`src/setpoint_seq_consts.vh`:
```
`ifndef SETPOINT_SEQ_CONSTS_VH
`define SETPOINT_SEQ_CONSTS_VH

`define OFF_KIND               5'h00
`define GROSS_COMPARE_KIND     5'h01
`define NET_COMPARE_KIND       5'h02
`define POSITIVE_RELATIVE_KIND 5'h03
`define NEGATIVE_RELATIVE_KIND 5'h04
`define PERCENT_RELATIVE_KIND  5'h05
`define PAUSE_KIND             5'h06
`define DELAY_KIND             5'h07
`define WAIT_STANDSTILL_KIND   5'h08
`define COUNTER_KIND           5'h09
`define AUTO_JOG_KIND          5'h0a
`define CENTER_ZERO_KIND       5'h0b
`define IN_MOTION_KIND         5'h0c
`define CAPACITY_OK_KIND       5'h0d
`define NEG_GROSS_KIND         5'h0e
`define NEG_NET_KIND           5'h0f
`define BATCH_ACTIVE_KIND      5'h10
`define TIMER_KIND             5'h11
`define CONCURRENT_KIND        5'h12

`define CFG_KIND_HI  4
`define CFG_KIND_LO  0
`define CFG_BATCH    5
`define CFG_REF_HI   10
`define CFG_REF_LO   6
`define CFG_END_HI   15
`define CFG_END_LO   11
`define CFG_VAL_HI   31
`define CFG_VAL_LO   16

`define IDX_W        5
`define FIRST_SP     5'h00
`define STEP_ONE     5'h01
`define LAST_SP      5'h13

`define REG_CONTROL  8'h00
`define REG_STATUS   8'h04
`define REG_OUTPUTS  8'h08
`define REG_COUNT    8'h0c
`define SP_SEL_BIT   7
`define SP_IDX_HI    6
`define SP_IDX_LO    2
`define ALIGN_HI     1
`define ALIGN_LO     0
`define ALIGN_OK     2'h0
`define STRB_FULL    4'hf

`define CTL_ENABLE      0
`define CTL_AUTO        1
`define CTL_PERMIT_USED 2
`define CTL_START       8
`define STS_RUNNING     0
`define STS_HALTED      1
`define STS_STEP_HI     12
`define STS_STEP_LO     8

`define RESP_OKAY    2'h0
`define RESP_SLVERR  2'h2

`define ZERO32       32'h0000_0000
`define ZERO16       16'h0000
`define ONE16        16'h0001
`define PCT_SCALE    16'sh0064

`define TICK_CW      25
// 100 ms of 4 ns clocks, sized to the divider so nothing is cut
`define TICK_DEFAULT 25'h17d_7840
`define TICK_ONE     25'h000_0001
`define TICK_ZERO    25'h000_0000

`endif

```
`src/tenth_tick.v`:
```
`timescale 1ns/100ps
`include "setpoint_seq_consts.vh"
module tenth_tick #(
   parameter [`TICK_CW-1:0] CYCLES = `TICK_DEFAULT
) (
   input  wire aclk,
   input  wire aresetn,
   output reg  tick
);
   localparam [`TICK_CW-1:0] TERM = CYCLES - `TICK_ONE;
   reg [`TICK_CW-1:0] count;

   always @(posedge aclk) begin
      if (!aresetn) begin
         count <= `TICK_ZERO;
         tick  <= 1'b0;
      end else if (count >= TERM) begin
         count <= `TICK_ZERO;
         tick  <= 1'b1;
      end else begin
         count <= count + `TICK_ONE;
         tick  <= 1'b0;
      end
   end
endmodule

```
`src/sp_store.v`:
```
`timescale 1ns/100ps
`include "setpoint_seq_consts.vh"
module sp_store (
   input  wire              aclk,
   input  wire              aresetn,
   input  wire              wr_en,
   input  wire [`IDX_W-1:0] wr_addr,
   input  wire [31:0]       wr_data,
   input  wire [`IDX_W-1:0] rd_addr_a,
   output reg  [31:0]       rd_data_a,
   input  wire [`IDX_W-1:0] rd_addr_b,
   output reg  [31:0]       rd_data_b
);
   reg [31:0] mem [0:`LAST_SP];
   integer    i;

   // cleared so every slot reads as an off setpoint after reset
   always @(posedge aclk) begin
      if (!aresetn) begin
         for (i = 0; i <= `LAST_SP; i = i + 1) begin
            mem[i] <= `ZERO32;
         end
         rd_data_a <= `ZERO32;
         rd_data_b <= `ZERO32;
      end else begin
         if (wr_en && wr_addr <= `LAST_SP) begin
            mem[wr_addr] <= wr_data;
         end
         rd_data_a <= (rd_addr_a <= `LAST_SP) ? mem[rd_addr_a] : `ZERO32;
         rd_data_b <= (rd_addr_b <= `LAST_SP) ? mem[rd_addr_b] : `ZERO32;
      end
   end
endmodule

```
`src/setpoint_batch_sequencer.v`:
```
// Our own choices: the register addresses and the AXI4-Lite slave port.
`timescale 1ns/100ps
`include "setpoint_seq_consts.vh"
// Functional notes
// - continuous setpoints compared every converter update
// - batch steps run singly, ordered, twenty max
// - batch output on until met, then off
// - batching needs enable; auto repeats, manual waits
// - batch flag clear means continuous evaluation
// - gross compare trips on gross weight
// - net compare trips on net weight
// - positive relative: reference plus value
// - negative relative: reference minus value
// - percent relative: percentage of reference
// - pause holds until batch start input
// - delay step waits value tenths
// - standstill step waits for standstill
// - counter step limits consecutive sequences
// - auto jog repeats the preceding fill
// - zero, motion, range status outputs
// - negative gross and net outputs
// - batch active output while running
// - timer alarms if end step late
// - concurrent zero: start step to end step
// - concurrent nonzero: start step plus timer
// - start ignored while run permit off
// - unassigned run permit counts as on
module setpoint_batch_sequencer #(
   parameter [`TICK_CW-1:0] TICK_CYCLES = `TICK_DEFAULT
) (
   input  wire              aclk,
   input  wire              aresetn,
   input  wire [7:0]        awaddr,
   input  wire              awvalid,
   output reg               awready,
   input  wire [31:0]       wdata,
   input  wire [3:0]        wstrb,
   input  wire              wvalid,
   output reg               wready,
   output reg  [1:0]        bresp,
   output reg               bvalid,
   input  wire              bready,
   input  wire [7:0]        araddr,
   input  wire              arvalid,
   output reg               arready,
   output reg  [31:0]       rdata,
   output reg  [1:0]        rresp,
   output reg               rvalid,
   input  wire              rready,
   input  wire              adc_update,
   input  wire [15:0]       gross_weight,
   input  wire [15:0]       net_weight,
   input  wire              standstill,
   input  wire              center_zero,
   input  wire              within_capacity,
   input  wire              batch_start_input,
   input  wire              batch_run_permit_n,
   input  wire              macro_start_batch,
   output reg  [`LAST_SP:0] setpoint_out,
   output reg               batch_running,
   output reg  [`IDX_W-1:0] current_step
);
   localparam ST_IDLE = 1'b0;
   localparam ST_RUN  = 1'b1;

   function is_compare;
      input [4:0] k;
      begin
         is_compare = (k == `GROSS_COMPARE_KIND) || (k == `NET_COMPARE_KIND) ||
                      (k == `POSITIVE_RELATIVE_KIND) || (k == `NEGATIVE_RELATIVE_KIND) ||
                      (k == `PERCENT_RELATIVE_KIND);
      end
   endfunction

   function is_cfg_addr;
      input [7:0] a;
      begin
         is_cfg_addr = a[`SP_SEL_BIT] && (a[`SP_IDX_HI:`SP_IDX_LO] <= `LAST_SP) &&
                       (a[`ALIGN_HI:`ALIGN_LO] == `ALIGN_OK);
      end
   endfunction

   function is_mapped;
      input [7:0] a;
      begin
         is_mapped = (a == `REG_CONTROL) || (a == `REG_STATUS) || (a == `REG_OUTPUTS) ||
                     (a == `REG_COUNT) || is_cfg_addr(a);
      end
   endfunction

   reg                ctl_enable;
   reg                ctl_auto;
   reg                ctl_permit_used;
   reg                start_cmd;
   reg                aw_held;
   reg                w_held;
   reg  [7:0]         aw_addr_q;
   reg  [31:0]        w_data_q;
   reg  [3:0]         w_strb_q;
   reg  [1:0]         start_sync;
   reg  [1:0]         permit_sync;
   reg                start_prev;
   reg signed [15:0]  gw;
   reg signed [15:0]  nw;
   reg                scan_busy;
   reg  [`IDX_W-1:0]  scan_idx;
   reg                s1_valid;
   reg  [`IDX_W-1:0]  s1_idx;
   reg                s2_valid;
   reg  [`IDX_W-1:0]  s2_idx;
   reg  [31:0]        s2_cfg;
   reg                seq_go;
   reg                step_met_q;
   reg  [4:0]         step_kind_q;
   reg  [15:0]        step_val_q;
   reg                state;
   reg                halted;
   reg                jog_pending;
   reg                step_changed;
   reg                start_seen;
   reg  [15:0]        batch_count;
   reg  [15:0]        seq_tenths;
   reg  [15:0]        step_tenths;
   reg                met;
   reg                cont_val;

   wire               tick;
   wire [31:0]        cfg_a;
   wire [31:0]        ref_cfg;
   wire [31:0]        stamp_b;
   wire               wr_go = aw_held && w_held && !bvalid;
   wire               cfg_wr = wr_go && is_cfg_addr(aw_addr_q) && (w_strb_q == `STRB_FULL);
   wire               start_edge = start_sync[1] && !start_prev;
   wire               permit_on = !ctl_permit_used || !permit_sync[1];
   wire               start_evt = permit_on && (start_edge || start_cmd || macro_start_batch);
   wire [4:0]         kind = s2_cfg[`CFG_KIND_HI:`CFG_KIND_LO];
   wire signed [15:0] val = s2_cfg[`CFG_VAL_HI:`CFG_VAL_LO];
   wire [15:0]        uval = s2_cfg[`CFG_VAL_HI:`CFG_VAL_LO];
   wire signed [15:0] refv = ref_cfg[`CFG_VAL_HI:`CFG_VAL_LO];
   wire [`IDX_W-1:0]  st_idx = s2_cfg[`CFG_REF_HI:`CFG_REF_LO];
   wire [`IDX_W-1:0]  en_idx = s2_cfg[`CFG_END_HI:`CFG_END_LO];
   wire signed [16:0] rel_hi = refv + val;
   wire signed [16:0] rel_lo = refv - val;
   wire signed [31:0] pct_lhs = nw * `PCT_SCALE;
   wire signed [31:0] pct_rhs = refv * val;
   wire [15:0]        elapsed = seq_tenths - stamp_b[15:0];
   wire               after_start = batch_running && (current_step >= st_idx);
   wire               in_window = after_start && (current_step < en_idx);
   wire               is_step = s2_cfg[`CFG_BATCH] && (is_compare(kind) ||
                                ((kind >= `PAUSE_KIND) && (kind <= `AUTO_JOG_KIND)));
   wire [16:0]        count_inc = {1'b0, batch_count} + {1'b0, `ONE16};
   wire [31:0]        ctl_word = {23'h00_0000, start_cmd, 5'h00, ctl_permit_used,
                                  ctl_auto, ctl_enable};
   wire [31:0]        status_word = {19'h0_0000, current_step, 6'h00, halted, batch_running};

   tenth_tick #(
      .CYCLES (TICK_CYCLES)
   ) u_tick (
      .aclk    (aclk),
      .aresetn (aresetn),
      .tick    (tick)
   );

   sp_store u_cfg (
      .aclk      (aclk),
      .aresetn   (aresetn),
      .wr_en     (cfg_wr),
      .wr_addr   (aw_addr_q[`SP_IDX_HI:`SP_IDX_LO]),
      .wr_data   (w_data_q),
      .rd_addr_a (scan_idx),
      .rd_data_a (cfg_a),
      .rd_addr_b (cfg_a[`CFG_REF_HI:`CFG_REF_LO]),
      .rd_data_b (ref_cfg)
   );

   // step entry times, read by timers via their start field
   sp_store u_stamp (
      .aclk      (aclk),
      .aresetn   (aresetn),
      .wr_en     (step_changed),
      .wr_addr   (current_step),
      .wr_data   ({`ZERO16, seq_tenths}),
      .rd_addr_a (scan_idx),
      .rd_data_a (),
      .rd_addr_b (cfg_a[`CFG_REF_HI:`CFG_REF_LO]),
      .rd_data_b (stamp_b)
   );

   always @(posedge aclk) begin
      if (!aresetn) begin
         awready   <= 1'b1;
         wready    <= 1'b1;
         bvalid    <= 1'b0;
         bresp     <= `RESP_OKAY;
         aw_held   <= 1'b0;
         w_held    <= 1'b0;
         aw_addr_q <= 8'h00;
         w_data_q  <= `ZERO32;
         w_strb_q  <= 4'h0;
      end else begin
         if (awvalid && awready) begin
            aw_addr_q <= awaddr;
            aw_held   <= 1'b1;
            awready   <= 1'b0;
         end
         if (wvalid && wready) begin
            w_data_q <= wdata;
            w_strb_q <= wstrb;
            w_held   <= 1'b1;
            wready   <= 1'b0;
         end
         if (wr_go) begin
            aw_held <= 1'b0;
            w_held  <= 1'b0;
            bvalid  <= 1'b1;
            bresp   <= is_mapped(aw_addr_q) ? `RESP_OKAY : `RESP_SLVERR;
         end
         if (bvalid && bready) begin
            bvalid  <= 1'b0;
            awready <= 1'b1;
            wready  <= 1'b1;
         end
      end
   end

   always @(posedge aclk) begin
      if (!aresetn) begin
         arready <= 1'b1;
         rvalid  <= 1'b0;
         rdata   <= `ZERO32;
         rresp   <= `RESP_OKAY;
      end else if (arvalid && arready) begin
         arready <= 1'b0;
         rvalid  <= 1'b1;
         rresp   <= is_mapped(araddr) ? `RESP_OKAY : `RESP_SLVERR;
         case (araddr)
            `REG_CONTROL: rdata <= ctl_word;
            `REG_STATUS:  rdata <= status_word;
            `REG_OUTPUTS: rdata <= {12'h000, setpoint_out};
            `REG_COUNT:   rdata <= {`ZERO16, batch_count};
            default:      rdata <= `ZERO32;
         endcase
      end else if (rvalid && rready) begin
         rvalid  <= 1'b0;
         arready <= 1'b1;
      end
   end

   always @(posedge aclk) begin
      if (!aresetn) begin
         ctl_enable      <= 1'b0;
         ctl_auto        <= 1'b0;
         ctl_permit_used <= 1'b0;
         start_cmd       <= 1'b0;
      end else begin
         start_cmd <= 1'b0;
         if (wr_go && (aw_addr_q == `REG_CONTROL)) begin
            if (w_strb_q[0]) begin
               ctl_enable      <= w_data_q[`CTL_ENABLE];
               ctl_auto        <= w_data_q[`CTL_AUTO];
               ctl_permit_used <= w_data_q[`CTL_PERMIT_USED];
            end
            start_cmd <= w_strb_q[1] && w_data_q[`CTL_START];
         end
      end
   end

   // pins cross from outside, two stages before use
   always @(posedge aclk) begin
      if (!aresetn) begin
         start_sync  <= 2'h0;
         permit_sync <= 2'h3;
         start_prev  <= 1'b0;
      end else begin
         start_sync  <= {start_sync[0], batch_start_input};
         permit_sync <= {permit_sync[0], batch_run_permit_n};
         start_prev  <= start_sync[1];
      end
   end

   always @(posedge aclk) begin
      if (!aresetn) begin
         gw        <= `ZERO16;
         nw        <= `ZERO16;
         scan_busy <= 1'b0;
         scan_idx  <= `FIRST_SP;
         s1_valid  <= 1'b0;
         s1_idx    <= `FIRST_SP;
         s2_valid  <= 1'b0;
         s2_idx    <= `FIRST_SP;
         s2_cfg    <= `ZERO32;
         seq_go    <= 1'b0;
      end else begin
         // an update arriving mid-scan is dropped, scan is only 20 cycles
         if (adc_update && !scan_busy) begin
            gw        <= gross_weight;
            nw        <= net_weight;
            scan_busy <= 1'b1;
            scan_idx  <= `FIRST_SP;
         end else if (scan_busy) begin
            scan_busy <= (scan_idx != `LAST_SP);
            scan_idx  <= scan_idx + `STEP_ONE;
         end
         s1_valid <= scan_busy;
         s1_idx   <= scan_idx;
         s2_valid <= s1_valid;
         s2_idx   <= s1_idx;
         s2_cfg   <= cfg_a;
         seq_go   <= s2_valid && (s2_idx == `LAST_SP);
      end
   end

   always @* begin
      met      = 1'b1;
      cont_val = 1'b0;
      case (kind)
         `GROSS_COMPARE_KIND:     cont_val = (gw >= val);
         `NET_COMPARE_KIND:       cont_val = (nw >= val);
         `POSITIVE_RELATIVE_KIND: cont_val = (nw >= rel_hi);
         `NEGATIVE_RELATIVE_KIND: cont_val = (nw <= rel_lo);
         `PERCENT_RELATIVE_KIND:  cont_val = (pct_lhs >= pct_rhs);
         `CENTER_ZERO_KIND:       cont_val = center_zero;
         `IN_MOTION_KIND:         cont_val = !standstill;
         `CAPACITY_OK_KIND:       cont_val = within_capacity;
         `NEG_GROSS_KIND:         cont_val = gw[15];
         `NEG_NET_KIND:           cont_val = nw[15];
         `BATCH_ACTIVE_KIND:      cont_val = batch_running;
         `TIMER_KIND:             cont_val = in_window && (elapsed >= uval);
         `CONCURRENT_KIND:        cont_val = (uval == `ZERO16) ? in_window :
                                             (after_start && (elapsed < uval));
         default:                 cont_val = 1'b0;
      endcase
      case (kind)
         `PAUSE_KIND:           met = start_seen;
         `DELAY_KIND:           met = (step_tenths >= uval);
         `WAIT_STANDSTILL_KIND: met = standstill;
         default:               met = is_compare(kind) ? cont_val : 1'b1;
      endcase
   end

   always @(posedge aclk) begin
      if (!aresetn) begin
         setpoint_out <= 20'h0_0000;
         step_met_q   <= 1'b0;
         step_kind_q  <= `OFF_KIND;
         step_val_q   <= `ZERO16;
      end else if (s2_valid) begin
         // batch step on only while current and unmet
         setpoint_out[s2_idx] <= is_step ? (batch_running && (current_step == s2_idx) &&
                                            is_compare(kind) && !cont_val) : cont_val;
         if (s2_idx == current_step) begin
            step_met_q  <= is_step ? met : 1'b1;
            step_kind_q <= is_step ? kind : `OFF_KIND;
            step_val_q  <= uval;
         end
      end
   end

   always @(posedge aclk) begin
      if (!aresetn) begin
         seq_tenths  <= `ZERO16;
         step_tenths <= `ZERO16;
         start_seen  <= 1'b0;
      end else begin
         seq_tenths  <= seq_tenths + (tick ? `ONE16 : `ZERO16);
         step_tenths <= step_changed ? `ZERO16 : step_tenths + (tick ? `ONE16 : `ZERO16);
         // set wins over clear
         start_seen  <= (start_evt && batch_running) ? 1'b1 : (step_changed ? 1'b0 : start_seen);
      end
   end

   always @(posedge aclk) begin
      if (!aresetn) begin
         state         <= ST_IDLE;
         batch_running <= 1'b0;
         current_step  <= `FIRST_SP;
         halted        <= 1'b0;
         jog_pending   <= 1'b0;
         step_changed  <= 1'b0;
         batch_count   <= `ZERO16;
      end else begin
         step_changed <= 1'b0;
         case (state)
            ST_IDLE: begin
               if (ctl_enable && start_evt) begin
                  state         <= ST_RUN;
                  batch_running <= 1'b1;
                  current_step  <= `FIRST_SP;
                  halted        <= 1'b0;
                  jog_pending   <= 1'b0;
                  step_changed  <= 1'b1;
                  batch_count   <= `ZERO16;
               end
            end
            ST_RUN: begin
               if (!ctl_enable) begin
                  state         <= ST_IDLE;
                  batch_running <= 1'b0;
               end else if (!permit_on) begin
                  halted <= 1'b1;
               end else if (halted) begin
                  // resume where stopped
                  halted <= !start_evt;
               end else if (seq_go && step_met_q) begin
                  step_changed <= 1'b1;
                  if (step_kind_q == `COUNTER_KIND && count_inc < {1'b0, step_val_q}) begin
                     batch_count  <= count_inc[15:0];
                     current_step <= `FIRST_SP;
                  end else if (step_kind_q == `AUTO_JOG_KIND && !jog_pending &&
                               current_step != `FIRST_SP) begin
                     jog_pending  <= 1'b1;
                     current_step <= current_step - `STEP_ONE;
                  end else if (current_step == `LAST_SP) begin
                     current_step <= `FIRST_SP;
                     jog_pending  <= 1'b0;
                     if (!ctl_auto) begin
                        state         <= ST_IDLE;
                        batch_running <= 1'b0;
                     end
                  end else begin
                     current_step <= current_step + `STEP_ONE;
                     if (step_kind_q == `COUNTER_KIND) begin
                        batch_count <= `ZERO16;
                     end
                     if (step_kind_q == `AUTO_JOG_KIND) begin
                        jog_pending <= 1'b0;
                     end
                  end
               end
            end
            default: begin
               state         <= ST_IDLE;
               batch_running <= 1'b0;
            end
         endcase
      end
   end
endmodule

```
`config.mk`:
```
export PLATFORM = sky130hd
export DESIGN_NAME = setpoint_batch_sequencer
export DESIGN_NICKNAME = d
export VERILOG_FILES = /design/src/tenth_tick.v /design/src/sp_store.v /design/src/setpoint_batch_sequencer.v
export VERILOG_INCLUDE_DIRS = /design/src
export SDC_FILE = /design/constraint.sdc
export NUM_CORES = 2
export LEC_CHECK = 0
export ABC_AREA = 1
export BUFFER_PORTS_ARGS = -buffer_cell sky130_fd_sc_hd__buf_2
export CAP_MARGIN = 15
export CORE_AREA = 2 2 417 419
export DETAILED_ROUTE_END_ITERATION = 8
export DIE_AREA = 0 0 419 421
export PLACE_DENSITY = 0.72
export SLEW_MARGIN = 20
export SYNTH_ARGS = -nofsm -noshare
export SYNTH_HDL_FRONTEND = slang
export SYNTH_SLANG_ARGS = --single-unit
```
`constraint.sdc`:
```
create_clock -name aclk -period 7.7 [get_ports aclk]
set_input_delay 0 -clock aclk [delete_from_list [all_inputs] [get_ports aclk]]
set_output_delay 0 -clock aclk [all_outputs]
set_load 0.005 [all_outputs]
```
* After elaboration in Yosys (flattened, before gate mapping)
Memories as Yosys holds them, arrays and structs flattened. A register that Yosys moved wholly into a read port is not among the register bits. Index checks and enable logic that the tools add are counted.
Storage, ports and cells: flip-flop bits (word level) 306, bits in latches 0, bits in writable memories 960, bits in read-only memories 0, input bits 98, output and inout port bits 67, memories kept 2
Memory list:
- u_cfg.mem | depth 20, width 32, read ports 2, clocked after memory_dff 2, wr ports 20, line sp_store.v:14 | reg [31:0] mem [0:`LAST_SP];
- u_stamp.mem | depth 20, width 16, read ports 1, clocked after memory_dff 1, wr ports 20, line sp_store.v:14
Operators by class: $add $sub $neg 10, multipliers 2, div/mod/pow operators 0, order comparisons 21, equal/unequal tests 47, shift operators 0, multiplexer cells 94, bitwise operators 2, reduce and logical (&&, ||, !) cells 90
Operator list (count):
- $mux W16 | 10
- $pmux W20 S4 | 1
- $ge A16 B16 Y1 | 4
- $mux W1 | 58
- $mux W5 | 11
- $eq A5 B4 Y1 const B | 8
- $logic_and A1 B1 Y1 | 37
- $eq A8 B4 Y1 const B | 4
- $ge A24 B32 Y1 | 1
- $mul A16 B16 Y32 | 1
- $mux W32 | 1
- $pmux W16 S2 | 1
- $reduce_or A32 Y1 | 1
- $add A25 B1 Y25 const B | 1
- $eq A5 B5 Y1 const B | 5
- $ge A25 B25 Y1 const B | 1
- $le A5 B5 Y1 const B | 5
- $mul A16 B6 Y22 const B | 1
- $bwmux W20 | 1
- $eq A5 B3 Y1 const B | 4
- $ne A3 B3 Y1 const B | 6
- $add A16 B1 Y17 const B | 1
- $add A16 B16 Y17 | 1
- $ge A16 B17 Y1 | 1
- other kinds (46) | 101

* Depth between registers and ports, before layout
depth in word-level cells 11, gate-level depth with buffers 47

* Cells and area by module
Synthesis repeated with hierarchy kept, for this count alone.
Unflattened totals: cell total of the unflattened synthesis 18941, area total of the unflattened synthesis 147923.1 um^2
Modules (own cells, without submodules):
- sp_store at u_cfg | times used 1, cells an instance 7387, area an instance 59001.6 um^2, sequential area each 32030.7 um^2
- sp_store at u_stamp | times used 1, cells an instance 7385, area an instance 58715.1 um^2, sequential area each 32030.7 um^2
- setpoint_batch_sequencer | times used 1, cells an instance 3941, area an instance 28705.0 um^2, sequential area each 5325.1 um^2
- tenth_tick | times used 1, cells an instance 228, area an instance 1501.4 um^2, sequential area each 520.5 um^2

* Worst setup path before layout
OpenSTA, ideal clock, no wires.
path type reg2reg, from register s2_cfg[31], to register setpoint_out[18], arrival 7.330 ns, required time 7.591 ns, slack 0.261 ns, stages on the path, launching flop included 38, buffers on the path 2, cells stage by stage dfxtp_1 inv_1 buf_1 nor2_1 fa_1 fa_1 fa_1 fa_1 fa_1 inv_1 fa_1 inv_1 ha_1 a21oi_1 o21ai_0 a21oi_1 nand3_1 nand2_1 (+2 left out) o211ai_1 xor2_1 ha_1 nand2_1 nor3_1 nor2b_1 nand2_1 nand2_1 nand2_1 nand3_1 nand3_1 nor2_1 nand2_1 nand2_1 buf_2 nand3_1 nand2_1 inv_1
Between the ends: word-level cells in the longest chain between the ends 8
RTL lines:
- start: declaration | line setpoint_batch_sequencer.v:111 | reg [31:0] s2_cfg;
- start signal: assignment | line setpoint_batch_sequencer.v:291 | s2_cfg <= `ZERO32;
- start signal: assignment | line setpoint_batch_sequencer.v:308 | s2_cfg <= cfg_a;
- parallel branches: the longest is 3 deep, another holds $mul A16 B16 Y32
- $pmux W1 S13 * | line setpoint_batch_sequencer.v:316 | case (kind)
- $logic_not A1 Y1 | line setpoint_batch_sequencer.v:350 | is_compare(kind) && !cont_val) : cont_val;
- $logic_and A1 B1 Y1 | line setpoint_batch_sequencer.v:350
- $mux W1 * | line setpoint_batch_sequencer.v:349 | setpoint_out[s2_idx] <= is_step ? (batch_running && (current_step == s2_idx) &&
- $bwmux W20 * | line setpoint_batch_sequencer.v:349
- end signal: indexed assignment | line setpoint_batch_sequencer.v:349
- end: declaration | line setpoint_batch_sequencer.v:59 | output reg [`LAST_SP:0] setpoint_out,
Mark *: on every way between the ends. A chain may end at the register's enable or synchronous reset.

* Final worst setup path
from register s2_cfg[29], to register setpoint_out[6]
The elaborated chain is that of the path after synthesis.

==> reports/qor.yml <==
path_common_cell: "fa_1"
status: "finished, final reports clean"
synth_largest_area_cell: "edfxtp_1"
irDropWorstVdd_v: 0.000182
finalSetupViolCount: 0
cap_violations: 0
grt_pass1_wl_um: 438000
ys_seq_elements: 1764
fp.dieW_um: 419
cts_tree: "built"
core-area_um2: 172000
rows: 153
grt_pass1_vias: 74800
cts_buffer_depth: 3
synth_edf_count: 1408
area_growth_pct: 15.1
maxSlewViolCount: 0
drt_first_iter_violations: 9673
via_per_inst: 5.86
grt.overflow.total: 0
first_pass_iters: 7
antenna_found_initial: 11
dieArea_um2: 176000
power-per-cell-area_nw_per_um2: 220
relSlewSlack_pct: 17.6
start_util_pct: 54.5
cts_sinks: 1764
synth_warnings: 0
wirelength_um: 295000
utilization_pct: 62.7
critPathCaptureType: "register"
worstHoldPathType: "in2reg"
grt_util_all_layers_pct: 32.7
clk_pin_slew_ns: 0.06
final_cell_mix: "nor2_1, edfxtp_1, o21ai_0"
placed_area_um2: 99200
yosysUniqueCellTypes: 64
crit_required_ns: 8.49
root_buffer: "clkbuf_16"
power_frac_comb_pct: 17.1
tightest_slew_ns: 1.23
p_leak_nw: 44.0
syn-instance-count: 10100
fin_nets: 11500
gp_routability_congestion: 0.996
critPathKind: "reg2reg"
ys.flop_type: "edfxtp_1"
cts_made_buffers: 179
worstSkewPairLatency_ns: 0.85
slowest_delay_ns: 0.53
portBuffers: 150
arrival_ns: 8.18
power.share.sequential_pct: 46.5
pin_count: 165
dp_hpwl_um: 185000
die_y_um: 421
holdWs_ns: 0.0953
synth.area.top_cells: "edfxtp_1, nor2_1, dfxtp_1"
fin_skew_ns: 0.0276
crit_path_top_delay_cell: "fa_1"
final_common_cell: "nor2_1"
p_sw_w: 0.00670
max_freq_mhz: 135
period_needed_ns: 7.39
drc: 0
ys_seq_area_share_pct: 52.6
yosysTopAreaCellShare_pct: 45.0
syn-mean-instance-area_um2: 9.31
grt_max_degree: 219
pwr-share-clk_pct: 36.4
hold_viol_final: 0
cp_max_fo: 11
netlist_area_um2: 93900
setup.worst_path.start_class: "register"
drive_above_1_share_pct: 9.11
drtAntennaViolNets: 0
async_flop_share_pct: 0
wire_per_inst_um: 22.3
design_area_um2: 108000
dr_total_vias: 77500
finalCritPeriodShare_pct: 96.0
switching_share_pct: 28.2
cts_max_level: 4
cell_internal_pwr_w: 0.0170
[final cells by class]
class	instances	area [um^2]
fill	14000	64300
timing repair buffer	697	5760
tap	2325	2910
multi-input combinational	7027	40200
sequential	1764	49500
antenna	4	10.0
clock buffer	268	5170
inverter	1069	4030
clock inverter	71	586
[worst max-delay path, delay by kind of cell (launching register included)]
kind / cells / cell delay (ns)
fa+ha+maj: 9 / 3.80
compound gates: 2 / 0.33
flops: 1 / 0.43
xor+xnor: 1 / 0.14
simple gates: 14 / 1.38
buf+inv: 11 / 1.24
[layer usage]
metal | up-vias | global-route usage, % | wire (um)
met2 | 4601 | 52.4 | 137000
met4 | 6 | 18.8 | 18500
met3 | 949 | 6.63 | 32500
met1 | 37000 | 41.2 | 107000
li1 | 34900 | - | -
met5 | - | 0 | 34
[per-stage QoR]
stage	total power, W	std cells	TNS (ns)	setup WS (ns)
after CTS	0.0236	13200	0	0.00515
final	0.0237	13200	0	0.305
after global routing	0.0246	13200	-0.117	-0.0223
after global placement	0.0148	12600	-5.82	-0.304
after floorplan	0.0136	10500	0	0.261
after detailed placement	0.0149	12600	-6.23	-0.315
[registers in the layout (all words and copies together), names as in the netlist, 20 cells and up]
signal           flops
rdata               20
s2_cfg              32
setpoint_out        20
u_cfg.mem         1024
u_cfg.rd_data_a     32
u_stamp.mem        384
u_tick.count        25
w_data_q            32
[power groups by stage]
stage	registers, W	logic (W)	clock network [W]
2_1_floorplan	0.0111	0.00246	0
3_3_place_gp	0.0112	0.00361	0
3_5_place_dp	0.0112	0.00371	0
4_1_cts	0.0110	0.00384	0.00868
5_1_grt	0.0111	0.00447	0.00903
6_report	0.0110	0.00407	0.00863
[cell families after synthesis]
kind of cell / after synthesis / share of synthesized area, %
AOI/OAI and AO/OA: 2379 / 14.0
and+or+nand+nor: 3444 / 14.6
xor gates and xnor gates: 119 / 1.11
adders and majority gates: 623 / 10.5
buffers and inverters: 1757 / 7.21
other: 1 / 0.00399
DFF: 1764 / 52.6
[worst paths after layout]
path	start	cells past startpoint	slack [ns]	to
worst max-delay path	s2_cfg[29]	37	0.31	setpoint_out[6]
worst min-delay path	wdata[0]	4	0.1	w_data_q[0]
worst max register to register	s2_cfg[29]	37	0.31	setpoint_out[6]
worst min register to register	s1_valid	2	0.40	s2_valid
[cell usage after synthesis (91+ instances only)]
cell and count:
nor2_1 1980, edfxtp_1 1408, o21ai_0 1222, nand2_1 1090, inv_1 1057, a21oi_1 587, clkbuf_1 556, dfxtp_1 356
ha_1 344, fa_1 279, o22ai_1 188, nand3_1 169, o211ai_1 132, xor2_1 91
[timing repair]
action | 4_1_cts | 5_1_grt
pin swaps | 3 | 97
setup endpoints to repair | 21 | 21
hold buffers | 223 | 0
cloned | 0 | 6
endpoints found under the hold margin | 138 | 0
setup buffers | 0 | 15
resized for setup | 16 | 194
No activity file was read; power rests on OpenSTA's default activity.
